## src/flash_ctl_pkg.sv

```systemverilog
/*
  Constants and types for the flash program/erase control block.
  Assumes a byte-wide register port in the processor clock domain.
*/
package flash_ctl_pkg;

  // ==========================================================
  // Register offsets
  // ==========================================================
  localparam logic [2:0] OFF_MODE_CTRL  = 3'h0;
  localparam logic [2:0] OFF_ERR_STATUS = 3'h1;
  localparam logic [2:0] OFF_ERASE_BLK  = 3'h2;
  localparam logic [2:0] OFF_ACCESS_EN  = 3'h3;
  localparam logic [2:0] OFF_IRQ_STATUS = 3'h4;
  localparam logic [2:0] OFF_IRQ_MASK   = 3'h5;

  // ==========================================================
  // Field positions
  // ==========================================================
  localparam int BIT_SWE  = 6;
  localparam int BIT_ESU  = 5;
  localparam int BIT_PSU  = 4;
  localparam int BIT_EV   = 3;
  localparam int BIT_PV   = 2;
  localparam int BIT_ERS  = 1;
  localparam int BIT_PRG  = 0;
  localparam int BIT_ERR  = 7;
  localparam int BIT_AEN  = 7;
  localparam int BLK_W    = 5;

  // Interrupt status bits
  localparam int IRQ_ERR  = 0;
  localparam int IRQ_DONE = 1;
  localparam int IRQ_W    = 2;

  // ==========================================================
  // Reset values and masks
  // ==========================================================
  localparam logic [7:0] MODE_RST    = 8'h00;
  localparam logic [7:0] MODE_WMASK  = 8'h7f;
  localparam logic [7:0] BLK_RST     = 8'h00;
  localparam logic [7:0] ZERO8       = 8'h00;

  // ==========================================================
  // Types
  // ==========================================================
  typedef enum logic [2:0] {
    ST_IDLE    = 3'b000,
    ST_PSETUP  = 3'b001,
    ST_PROGRAM = 3'b010,
    ST_PVERIFY = 3'b011,
    ST_ESETUP  = 3'b100,
    ST_ERASE   = 3'b101,
    ST_EVERIFY = 3'b110
  } flash_state_t;

  typedef struct packed {
    logic       wr;
    logic       rd;
    logic [2:0] addr;
    logic [7:0] wdata;
  } reg_req_t;

endpackage

```

## src/flash_state_decode.sv

```systemverilog
/*
  Derives the flash operating state from the mode control bits.
  Assumes bits come straight from the mode control register.
*/
`timescale 1ns/100ps
`default_nettype none

module flash_state_decode (
  input  wire logic [7:0]                    i_mode,
  output var  flash_ctl_pkg::flash_state_t   o_state
);

  wire soft_write_enable = i_mode[flash_ctl_pkg::BIT_SWE];
  wire erase_setup = i_mode[flash_ctl_pkg::BIT_ESU];
  wire program_setup = i_mode[flash_ctl_pkg::BIT_PSU];
  wire ers = i_mode[flash_ctl_pkg::BIT_ERS];
  wire prg = i_mode[flash_ctl_pkg::BIT_PRG];
  wire ev  = i_mode[flash_ctl_pkg::BIT_EV];
  wire pv  = i_mode[flash_ctl_pkg::BIT_PV];

  // Active operation outranks setup, setup outranks verify
  assign o_state = !soft_write_enable        ? flash_ctl_pkg::ST_IDLE    :
                   (ers && erase_setup) ? flash_ctl_pkg::ST_ERASE   :
                   (prg && program_setup) ? flash_ctl_pkg::ST_PROGRAM :
                   erase_setup          ? flash_ctl_pkg::ST_ESETUP  :
                   program_setup          ? flash_ctl_pkg::ST_PSETUP  :
                   ev           ? flash_ctl_pkg::ST_EVERIFY :
                   pv           ? flash_ctl_pkg::ST_PVERIFY :
                                  flash_ctl_pkg::ST_IDLE;

endmodule
`default_nettype wire

```

## src/flash_program_erase_control.sv

```systemverilog
/*
  Flash program/erase control and status registers with interrupt.
  Assumes a single-cycle strobed register port on i_clock and a
  flash array that reports error protection on i_error_protect.
*/
// Design decisions made here: the plain strobed port and the register addresses.
`timescale 1ns/100ps
`default_nettype none

// What this block does
// - Mode control bit 7 reads zero
// - Program and erase need soft write enable
// - Without write enable, other sets ignored
// - Erase setup bit selects erase setup state
// - Program setup bit selects program setup
// - Erase check bit selects erase verify
// - Program check bit selects program verify
// - Erase needs write enable and erase setup
// - Program needs write enable and program setup
// - Status register is read only
// - Error protection during program or erase sets the error flag
// - Status bits six to zero read zero
// - Block select zero while write enable clear
// - Access gated by control access enable
module flash_program_erase_control (
  input  wire logic       i_clock,
  input  wire logic       i_rst,
  input  wire logic [2:0] i_addr,
  input  wire logic [7:0] i_wdata,
  input  wire logic       i_wr,
  input  wire logic       i_rd,
  input  wire logic       i_error_protect,
  output logic      [7:0] o_rdata,
  output logic            o_program,
  output logic            o_erase,
  output logic            o_prog_verify,
  output logic            o_erase_verify,
  output logic      [4:0] o_erase_blocks,
  output logic            o_irq
);

  // ==========================================================
  // Request bundle and address decode
  // ==========================================================
  flash_ctl_pkg::reg_req_t req;
  assign req = '{wr: i_wr, rd: i_rd, addr: i_addr, wdata: i_wdata};

  logic [7:0] mode_r;
  logic [7:0] blk_r;
  logic       aen_r;
  logic       err_r;
  logic [1:0] irq_stat_r;
  logic [1:0] irq_mask_r;
  logic [7:0] rdata_r;
  logic [1:0] ep_sync_r;
  logic       op_prev_r;

  function automatic logic hit(input logic [2:0] a,
                               input logic [2:0] off);
    hit = (a == off);
  endfunction

  // Flash control registers reachable only with access enable
  wire ctl_ok  = aen_r;
  wire wr_mode = req.wr && hit(req.addr, flash_ctl_pkg::OFF_MODE_CTRL)
                 && ctl_ok;
  wire wr_blk  = req.wr && hit(req.addr, flash_ctl_pkg::OFF_ERASE_BLK)
                 && ctl_ok;
  wire wr_aen  = req.wr && hit(req.addr, flash_ctl_pkg::OFF_ACCESS_EN);
  wire wr_ist  = req.wr && hit(req.addr, flash_ctl_pkg::OFF_IRQ_STATUS);
  wire wr_msk  = req.wr && hit(req.addr, flash_ctl_pkg::OFF_IRQ_MASK);

  // ==========================================================
  // Mode control next value
  // ==========================================================
  wire        new_swe  = req.wdata[flash_ctl_pkg::BIT_SWE];
  wire [7:0]  wr_val   = req.wdata & flash_ctl_pkg::MODE_WMASK;
  // Without write enable only the enable bit itself may rise
  wire [7:0]  gated    = mode_r[flash_ctl_pkg::BIT_SWE] ? wr_val :
                         (wr_val & (8'h01 << flash_ctl_pkg::BIT_SWE));
  wire [7:0]  mode_nxt = wr_mode ? gated : mode_r;

  // Block select: cleared while enable low, multi-bit write clears
  wire [4:0]  blk_w    = req.wdata[4:0];
  wire        blk_one  = ($countones(blk_w) <= 1);
  wire        swe_now  = mode_nxt[flash_ctl_pkg::BIT_SWE];
  wire [7:0]  blk_nxt  = !swe_now ? flash_ctl_pkg::BLK_RST :
                         (wr_blk && mode_r[flash_ctl_pkg::BIT_SWE])
                           ? (blk_one ? {3'h0, blk_w} : 8'h00)
                           : blk_r;

  // ==========================================================
  // Operating state
  // ==========================================================
  flash_ctl_pkg::flash_state_t state;

  flash_state_decode u_decode (
    .i_mode  (mode_r),
    .o_state (state)
  );

  wire op_active = (state == flash_ctl_pkg::ST_PROGRAM) ||
                   (state == flash_ctl_pkg::ST_ERASE);
  wire err_evt   = ep_sync_r[1] && op_active;
  wire done_evt  = op_prev_r && !op_active;

  // ==========================================================
  // Registers
  // ==========================================================
  always_ff @(posedge i_clock) begin
    if (i_rst) begin
      mode_r    <= flash_ctl_pkg::MODE_RST;
      blk_r     <= flash_ctl_pkg::BLK_RST;
      aen_r     <= 1'b0;
      ep_sync_r <= 2'b00;
      op_prev_r <= 1'b0;
    end else begin
      mode_r    <= mode_nxt;
      blk_r     <= blk_nxt;
      if (wr_aen) begin
        aen_r <= req.wdata[flash_ctl_pkg::BIT_AEN];
      end
      ep_sync_r <= {ep_sync_r[0], i_error_protect};
      op_prev_r <= op_active;
    end
  end

  // Error flag is sticky; status register takes no write
  always_ff @(posedge i_clock) begin
    if (i_rst) begin
      err_r <= 1'b0;
    end else if (err_evt) begin
      err_r <= 1'b1;
    end
  end

  // Interrupt status: set wins over write-one-to-clear
  wire [1:0] evts    = {done_evt, err_evt};
  wire [1:0] ist_nxt = (irq_stat_r & ~(wr_ist ? req.wdata[1:0] : 2'b00))
                       | evts;

  always_ff @(posedge i_clock) begin
    if (i_rst) begin
      irq_stat_r <= 2'b00;
      irq_mask_r <= 2'b00;
    end else begin
      irq_stat_r <= ist_nxt;
      if (wr_msk) begin
        irq_mask_r <= req.wdata[1:0];
      end
    end
  end

  assign o_irq = |(irq_stat_r & irq_mask_r);

  // ==========================================================
  // Read path
  // ==========================================================
  wire [7:0] err_byte = {err_r, 7'h00};
  wire [7:0] rd_mux =
    hit(req.addr, flash_ctl_pkg::OFF_MODE_CTRL)
      ? (ctl_ok ? (mode_r & flash_ctl_pkg::MODE_WMASK) : 8'h00) :
    hit(req.addr, flash_ctl_pkg::OFF_ERR_STATUS)
      ? (ctl_ok ? err_byte : 8'h00) :
    hit(req.addr, flash_ctl_pkg::OFF_ERASE_BLK)
      ? (ctl_ok ? blk_r : 8'h00) :
    hit(req.addr, flash_ctl_pkg::OFF_ACCESS_EN)
      ? {aen_r, 7'h00} :
    hit(req.addr, flash_ctl_pkg::OFF_IRQ_STATUS)
      ? {6'h00, irq_stat_r} :
    hit(req.addr, flash_ctl_pkg::OFF_IRQ_MASK)
      ? {6'h00, irq_mask_r} : flash_ctl_pkg::ZERO8;

  always_ff @(posedge i_clock) begin
    if (i_rst) begin
      rdata_r <= 8'h00;
    end else begin
      rdata_r <= req.rd ? rd_mux : 8'h00;
    end
  end

  assign o_rdata        = rdata_r;
  assign o_program      = (state == flash_ctl_pkg::ST_PROGRAM);
  assign o_erase        = (state == flash_ctl_pkg::ST_ERASE);
  assign o_prog_verify  = (state == flash_ctl_pkg::ST_PVERIFY);
  assign o_erase_verify = (state == flash_ctl_pkg::ST_EVERIFY);
  assign o_erase_blocks = blk_r[4:0];
endmodule
`default_nettype wire

```

## config.mk

```make
export PLATFORM = sky130hd
export DESIGN_NAME = flash_program_erase_control
export DESIGN_NICKNAME = d
export VERILOG_FILES = /design/src/flash_ctl_pkg.sv /design/src/flash_state_decode.sv /design/src/flash_program_erase_control.sv
export SDC_FILE = /design/constraint.sdc
export NUM_CORES = 1
export LEC_CHECK = 0
export ABC_CLOCK_PERIOD_IN_PS = 2200
export BUFFER_PORTS_ARGS = -buffer_cell sky130_fd_sc_hd__buf_4
export CAP_MARGIN = 25
export CORE_MARGIN = 5
export CORE_UTILIZATION = 40
export CTS_CLUSTER_DIAMETER = 60
export DETAILED_ROUTE_END_ITERATION = 7
export HOLD_SLACK_MARGIN = 0.15
export PLACE_DENSITY_LB_ADDON = 0.25
export SETUP_SLACK_MARGIN = 0.02
export SYNTH_ARGS = -nofsm -noshare
export SYNTH_HDL_FRONTEND = slang
export SYNTH_HIERARCHICAL = 1
export SYNTH_SLANG_ARGS = --single-unit
```

## constraint.sdc

```tcl
create_clock -name i_clock -period 2.2 [get_ports i_clock]
set_input_delay 0.11 -clock i_clock [delete_from_list [all_inputs] [get_ports i_clock]]
set_output_delay 0.11 -clock i_clock [all_outputs]
set_load 0.05 [all_outputs]
```

==> flow_summary.ini, run 1 <==
[global_route]
antenna_violations_before_repair = 0
largest_net_degree_at_the_start_of_global_routing = 19
grt_use_met1_pct = 18.91
global_route.overflow_total = 0
grt_use_met2_pct = 28.49
grt_pass1_wl_um = 5589
first_global_vias = 1213
grtUsageTotal_pct = 16.45
most_used_layer_global_route = met2
global_route.usage.met3_pct = 5.024

[drt]
remaining_drc_errors = 0
wire_per_inst_um = 13.50
drtPass1Iterations = 4
postRouteAntennaNets = 0
drt-initial-drc-count = 46
number_of_vias_per_cell = 4.968
dr_total_vias = 1237
detailed_route_wire_length_um = 3361

[min_path]
worst_hold_path_type = in -> reg

[power]
power.static_leakage_nw = 0.7930
ir_worst_vdd_mv = 0.2740
total_power_uw = 992.6
power_density_nw_per_um2 = 530.7

[timing]
whs_ns = 0.1922
timing.clock.skew_ns = 0.005193
slew_headroom_pct = 68.97
max_clock_freq_mhz = 505.6
finalWorstPathRequiredPeriod_ns = 1.978
hold_viol_final = 0
setup-tns-final_ns = 0
report.final.slew_viol_count = 0
rsz0062_at_grt = false
period_share_pct = 89.91
setup-violations-final = 0
worst-slew-pin-transition_ns = 0.4614

[clocking]
clk-insertion-delay-late_ns = 0.32
h-tree-depth = 2
tritoncts_clock_tree = done
path_clk_slew_ns = 0.09
tritoncts_num_sinks = 29
clockRootBuffer = clkbuf_4
tritoncts.num_buffers = 5
ctsLongestPathBuffers = 2

[critical_path]
crit_chain = dlygate4sd3_1 > buf_4 > nor2_1 > and3_1 > nand3_1 > a21oi_1 > dlygate4sd3_1
slowest_stage = dlygate4sd3_1
crit_path_frequent_cell = dlygate4sd3_1
cp.required_ns = 2.47
worst-r2r-cell-count = 5
crit-reg2reg-launch = aen_r
critical_path.endpoint_type = register
r2r_end = mode_r[3]
timing.reg2reg.setup_slack_ns = 0.37
slowest_delay_ns = 0.57
critical_path.endpoint = mode_r[3]
setup.worst_path.class = in -> reg
highest_fanout_seen_on_the_critical_path = 6
cp-start-kind = primary input
setup.worst_path.start = i_addr[2]
timing.critical_path.arrival_ns = 2.25

[die]
placement_rows = 21
die_h_um = 68.69
die_width_um = 68.69
die_area_sq_um = 4718
start_util_pct = 41.28
placeableCoreArea_sq_um = 3337
io_pins = 34

[yosys]
ys_warnings = 6
synthCells = 150
synth.cell_area_sq_um = 1378
syn_area_per_cell_sq_um = 9.184
postSynthNetCount = 168

[cells_and_area]
insertedDiodeCount = 0
flow.area_growth_from_synthesis_pct = 35.79
fillCellCount = 328
final_layout_size_suffix_gt1_share_pct = 25.62
numnets_final = 220

[placement]
buffer_ports.inserted = 33
hpwl_um = 2317
place_congestion = 0.7779

[job]
drv.max_cap_violation_count = 0

[status]
status = finished clean
[how the worst min path moves through the flow]
stage                               start      endpoint  slack [ns]  cells past startpoint
after floorplan                 i_addr[2]    o_rdata[7]        0.19                      1
after detailed placement        i_addr[2]    o_rdata[7]        0.34                      2
final                          i_wdata[6]     mode_r[6]        0.19                      4
after CTS                      i_wdata[6]     mode_r[6]        0.19                      4
after global routing           i_wdata[6]     mode_r[6]        0.20                      4
after global placement    i_error_protect  ep_sync_r[0]        0.33                      2
[state kept, by name (all words and copies together) (netlist names)]
register    flops
op_prev_r       1
o_rdata         8
irq_stat_r      2
mode_r          7
err_r           1
irq_mask_r      2
ep_sync_r       2
blk_r           5
aen_r           1
[what timing repair did]
item	CTS	global route
hold endpoints to repair	21	0
hold buffers	18	0
setup endpoints to repair	0	1
buffers inserted	0	0
gates resized for setup	0	1
[per-layer routing]
layer | vias up | wire length, um | share of wire (%)
met5 | - | 0 | 0
met4 | 0 | 35 | 1.0
met3 | 5 | 204 | 6.1
met2 | 34 | 1664 | 50
met1 | 573 | 1457 | 43
li1 | 625 | - | -
[cell usage in the layout (no fill, tap or decap), types with 2 or more instances in the layout]
master / count
mux2i_1: 4
and3b_1: 3
and2b_1: 2
nor2b_1: 2
nor2b_4: 2
and2_1: 2
a22o_1: 4
nand2_1: 13
dlygate4sd3_1: 18
clkbuf_8: 2
nand3_1: 14
dfxtp_1: 29
a21oi_1: 13
clkbuf_4: 5
nand2b_1: 5
buf_4: 33
o21ai_0: 5
inv_1: 8
a21boi_0: 2
nor2_1: 14
[power by group]
group | internal [mW] | total (mW) | switching, mW
registers | 0.528 | 0.529 | 0.00149
logic | 0.0511 | 0.0963 | 0.0452
clock network | 0.185 | 0.367 | 0.182
[per-stage QoR]
step | worst slack [ns] | cells | utilization (%) | cell area [sq um]
final | 0.2221 | 249 | 56.06 | 1871
after floorplan | 0.1580 | 150 | - | 1383
after detailed placement | 0.3848 | 223 | 48.44 | 1617
after CTS | 0.1759 | 249 | 55.94 | 1867
after global placement | 0.4943 | 223 | 48.44 | 1617
after global routing | 0.06178 | 249 | 56.06 | 1871
[layout make-up]
class | count | area, sq um | share of cell area [%]
multi-input cells | 107 | 704.4 | 37.66
repair buffers | 51 | 427.9 | 22.88
clock buffers | 7 | 65.06 | 3.478
well taps | 46 | 57.56 | 3.077
clock inverters | 1 | 5.005 | 0.2676
inverters | 8 | 30.03 | 1.605
flip-flops and latches | 29 | 580.6 | 31.04
[critical path, delay by kind of cell]
family                 cells  cell delay (ns)
buffers and inverters      3             1.31
AND/OR/NAND/NOR            3             0.65
AO/OA/AOI/OAI              1             0.17
Power figures use the tool's default switching activity.
==> run 2, diff against run 1 <==
- REMOVE_ABC_BUFFERS: default -> 1
==> flow_summary.ini, run 2 (synthesis results as in run 1) <==
[die]
io_pins = 34
placement_rows = 21
die_width_um = 68.69
die_area_sq_um = 4718
die_h_um = 68.69
start_util_pct = 41.28
placeableCoreArea_sq_um = 3337

[clocking]
tritoncts_clock_tree = done
tritoncts_num_sinks = 29
clk-insertion-delay-late_ns = 0.33
post_cts_setup_driven_buffer_insertion_count = 0
path_clk_slew_ns = 0.09
clockRootBuffer = clkbuf_4
ctsLongestPathBuffers = 2
tritoncts.num_buffers = 5
h-tree-depth = 2

[power]
ir_worst_vdd_mv = 0.2998
power_density_nw_per_um2 = 529.8
total_power_uw = 998.4
power.static_leakage_nw = 0.8051

[placement]
cell_area_after_placement_sq_um = 1619
hpwl_um = 2445
place_congestion = 0.8765
buffer_ports.inserted = 33

[drt]
drtPass1Iterations = 4
drt-initial-drc-count = 56
wire_per_inst_um = 13.83
detailed_route_wire_length_um = 3472
remaining_drc_errors = 0
postRouteAntennaNets = 0
dr_total_vias = 1297
number_of_vias_per_cell = 5.167

[cells_and_area]
mostFrequentLayoutCells = 34 x buf_4, 29 x dfxtp_1, 19 x dlygate4sd3_1
numnets_final = 222
final_common_cell = buf_4
insertedDiodeCount = 0
fillCellCount = 310
finalInstanceArea_sq_um = 1884
final_layout_size_suffix_gt1_share_pct = 25.37
largest_register_ff_count = 8
flow.area_growth_from_synthesis_pct = 36.78

[timing]
whs_ns = 0.1876
period_share_pct = 90.60
hold_viol_final = 0
report.final.slew_viol_count = 0
setup-tns-final_ns = 0
rsz0062_at_grt = false
finalWorstPathRequiredPeriod_ns = 1.993
timing.clock.skew_ns = 0.005004
slew_headroom_pct = 71.39
max_clock_freq_mhz = 501.7
setup-violations-final = 0
worst-slew-pin-transition_ns = 0.4253

[global_route]
grtUsageTotal_pct = 15.83
grt_pass1_wl_um = 5409
global_route.overflow_total = 0
largest_net_degree_at_the_start_of_global_routing = 19
first_global_vias = 1203
antenna_violations_before_repair = 0

[critical_path]
cp.required_ns = 2.47
slowest_delay_ns = 0.55
crit_chain = dlygate4sd3_1 > buf_4 > inv_1 > fa_1 > inv_1 > ha_1 > nand2b_1 > a21oi_1 > nand3_1 > a21oi_1
highest_fanout_seen_on_the_critical_path = 5
slowest_stage = fa_1
cp-start-kind = primary input
critical_path.endpoint_type = register
timing.critical_path.arrival_ns = 2.26
setup.worst_path.class = in -> reg

[job]
drv.max_cap_violation_count = 0

[min_path]
worst_hold_path_type = in -> reg

[status]
status = finished clean
## run 2: cell types whose count changed in the layout (fill, tap and decap cells not counted)
cell           change
a21oi_2            -1
dlygate4sd3_1      +1
a21oi_1            +1
buf_4              +1
## run 2: worst paths after layout
| path | from | endpoint | slack, ns | depth (start not counted) |
|---|---|---|---|---|
| max | i_wdata[0] | blk_r[3] | 0.21 | 10 |
| min | i_wdata[6] | mode_r[6] | 0.19 | 4 |
| max reg2reg | aen_r | mode_r[3] | 0.40 | 5 |
| min reg2reg | ep_sync_r[0] | ep_sync_r[1] | 0.46 | 1 |
## run 2: metrics by stage
step	std cells	util, %	setup slack [ns]
floorplan	144	-	-0.4217
global placement	224	48.52	0.4524
detailed placement	224	48.52	0.4128
CTS	251	56.32	0.1478
global route	251	56.47	0.07580
finish	251	56.47	0.2068
## run 2: layout make-up
cell class | count | area (sq um) | share of cell area, %
clock buffers | 7 | 65.06 | 3.453
clock inverters | 1 | 5.005 | 0.2656
inverters | 8 | 30.03 | 1.594
multi-input cells | 107 | 700.7 | 37.18
flip-flops and latches | 29 | 580.6 | 30.81
well taps | 46 | 57.56 | 3.054
repair buffers | 53 | 445.4 | 23.64
## run 2: routing by layer
metal / track usage, % / wire length [um] / part of all wire, %
met5: 0 / 0 / 0
met4: 9.181 / 104 / 3.0
met3: 4.376 / 201 / 5.8
met2: 25.51 / 1699 / 49
met1: 18.73 / 1467 / 42
## run 2: critical path, delay by kind of cell
family | cells | cell delay [ns]
compound gates | 2 | 0.40
fa+ha+maj | 2 | 0.71
simple gates | 2 | 0.27
buf+inv | 4 | 0.77
## run 2: timing repair
item | CTS | global route
hold endpoints to repair | 21 | 0
resized for setup | 0 | 1
hold buffers | 19 | 0
setup endpoints to repair | 0 | 1
## run 2: where the power goes
part           switching (mW)  internal, mW
logic                  0.0447        0.0514
clock network           0.188         0.185
registers             0.00146         0.528
total                   0.234         0.764
==> run 3, diff against run 2 <==
- RECOVER_POWER: default -> 25
- SKIP_LAST_GASP: default -> 1
==> flow_summary.ini, run 3 (synthesis results as in run 1) <==
[placement]
hpwl_um = 2445
total_instance_count_after_detailed_placement = 224
place_congestion = 0.8765
buffer_ports.inserted = 33

[min_path]
worst_hold_path_type = in -> reg

[critical_path]
worstPathBufferInverterCount = 4
worst-r2r-cell-count = 5
r2r_end = mode_r[3]
slowest_stage = fa_1
timing.reg2reg.setup_slack_ns = 0.38
highest_fanout_seen_on_the_critical_path = 5
critical_path.endpoint = blk_r[3]
critical_path_depth = 10
cp-start-kind = primary input
cp.required_ns = 2.46
setup.worst_path.class = in -> reg
critical_path.endpoint_type = register
slowest_delay_ns = 0.55
timing.critical_path.arrival_ns = 2.26
crit_chain = dlygate4sd3_1 > buf_4 > inv_1 > fa_1 > inv_1 > ha_1 > nand2b_1 > a21oi_1 > nand3_1 > a21oi_1
crit-reg2reg-launch = aen_r
setup.worst_path.start = i_wdata[0]
timing.critical_path.max_delay_family = buffers and inverters

[die]
die_h_um = 68.69
die_area_sq_um = 4718
die_width_um = 68.69
placement_rows = 21
placeableCoreArea_sq_um = 3337
io_pins = 34
start_util_pct = 41.28

[global_route]
first_global_vias = 1203
largest_net_degree_at_the_start_of_global_routing = 19
grt_use_met2_pct = 25.51
most_used_layer_global_route = met2
grtUsageTotal_pct = 15.83
antenna_violations_before_repair = 0
grt_pass1_wl_um = 5409
global_route.overflow_total = 0
global_route.usage.met3_pct = 4.376
grt_use_met1_pct = 18.73

[drt]
drt-initial-drc-count = 58
wire_per_inst_um = 13.87
drtPass1Iterations = 4
number_of_vias_per_cell = 5.135
remaining_drc_errors = 0
postRouteAntennaNets = 0
dr_total_vias = 1289
detailed_route_wire_length_um = 3481

[timing]
hold_viol_final = 0
rsz0062_at_grt = false
timing.clock.skew_ns = 0.005121
max_clock_freq_mhz = 500.3
period_share_pct = 90.86
setup-tns-final_ns = 0
setup-violations-final = 0
report.final.slew_viol_count = 0
slew_headroom_pct = 46.15
finalWorstPathRequiredPeriod_ns = 1.999
worst-slew-pin-transition_ns = 0.8078

[cells_and_area]
flow.area_growth_from_synthesis_pct = 33.79
number_of_standard_cells_in_the_layout_taps_in_and_fillers_out = 251
final_common_cell = dfxtp_1
largest_register_ff_count = 8
numnets_final = 222
mostFrequentLayoutCells = 29 x dfxtp_1, 23 x buf_4, 19 x dlygate4sd3_1
final_layout_size_suffix_gt1_share_pct = 20.00
insertedDiodeCount = 0

[clocking]
ctsLongestPathBuffers = 2
clk-insertion-delay-late_ns = 0.33
h-tree-depth = 2
post_cts_setup_driven_buffer_insertion_count = 0
clockRootBuffer = clkbuf_4
path_clk_slew_ns = 0.09
tritoncts.num_buffers = 5
tritoncts_clock_tree = done
tritoncts_num_sinks = 29

[power]
ir_worst_vdd_mv = 0.3003
power.static_leakage_nw = 0.7587
power_density_nw_per_um2 = 540.4

[job]
drv.max_cap_violation_count = 0

[status]
status = finished clean
[run 3: cell types whose count changed in the layout (fill, tap and decap cells not counted)]
cell      before  now
buf_4         34   23
clkbuf_1       0   11
[run 3: how the worst min path moves through the flow]
| stage | startpoint | depth (start not counted) | endpoint |
|---|---|---|---|
| after global routing | i_addr[1] | 3 | o_rdata[0] |
| after CTS | i_wdata[6] | 4 | mode_r[6] |
| after global placement | i_error_protect | 2 | ep_sync_r[0] |
| final | i_wdata[6] | 4 | mode_r[6] |
| after floorplan | i_rst | 1 | err_r |
| after detailed placement | i_error_protect | 2 | ep_sync_r[0] |
[run 3: timing repair]
item,4_1_cts,5_1_grt
hold endpoints to repair,21,0
resized for setup,0,1
hold buffers,19,0
setup endpoints to repair,0,1
[run 3: cell type report]
cell class	count	area [sq um]
multi-input cells	107	700.7
inverters	8	30.03
fillers	314	1494
clock inverters	1	5.005
well taps	46	57.56
repair buffers	53	404.1
clock buffers	7	65.06
flip-flops and latches	29	580.6
[run 3: tightest hold or removal path: cells and delay by family]
kind / cells / cell delay [ns]
buffers and inverters: 2 / 0.12
muxes: 1 / 0.10
and+or+nand+nor: 1 / 0.16
[run 3: power breakdown]
group	total (mW)	leakage [nW]	switching (mW)	internal, mW
combinational	0.0952	0.483	0.0449	0.0503
clock	0.372	0.0413	0.187	0.185
sequential	0.529	0.234	0.00146	0.528
total	0.996	0.759	0.233	0.763
[run 3: through the flow]
step                util [%]  total power [mW]  cell area (sq um)  setup slack, ns  hold slack [ns]
floorplan                  -            0.5738               1306          -0.4217           0.1791
global placement       48.52            0.6157               1619           0.4524           0.3272
detailed placement     48.52            0.6181               1619           0.4128           0.3357
CTS                    56.32             1.004               1879           0.1478           0.1776
global route           55.23             1.034               1843          0.07580           0.1929
finish                 55.23            0.9960               1843           0.2012           0.1894
[run 3: layer usage]
layer,up-vias,wire [um],part of all wire [%]
li1,631,-,-
met1,609,1469,42
met2,38,1696,49
met3,11,211,6.1
met4,0,104,3.0
met5,-,0,0
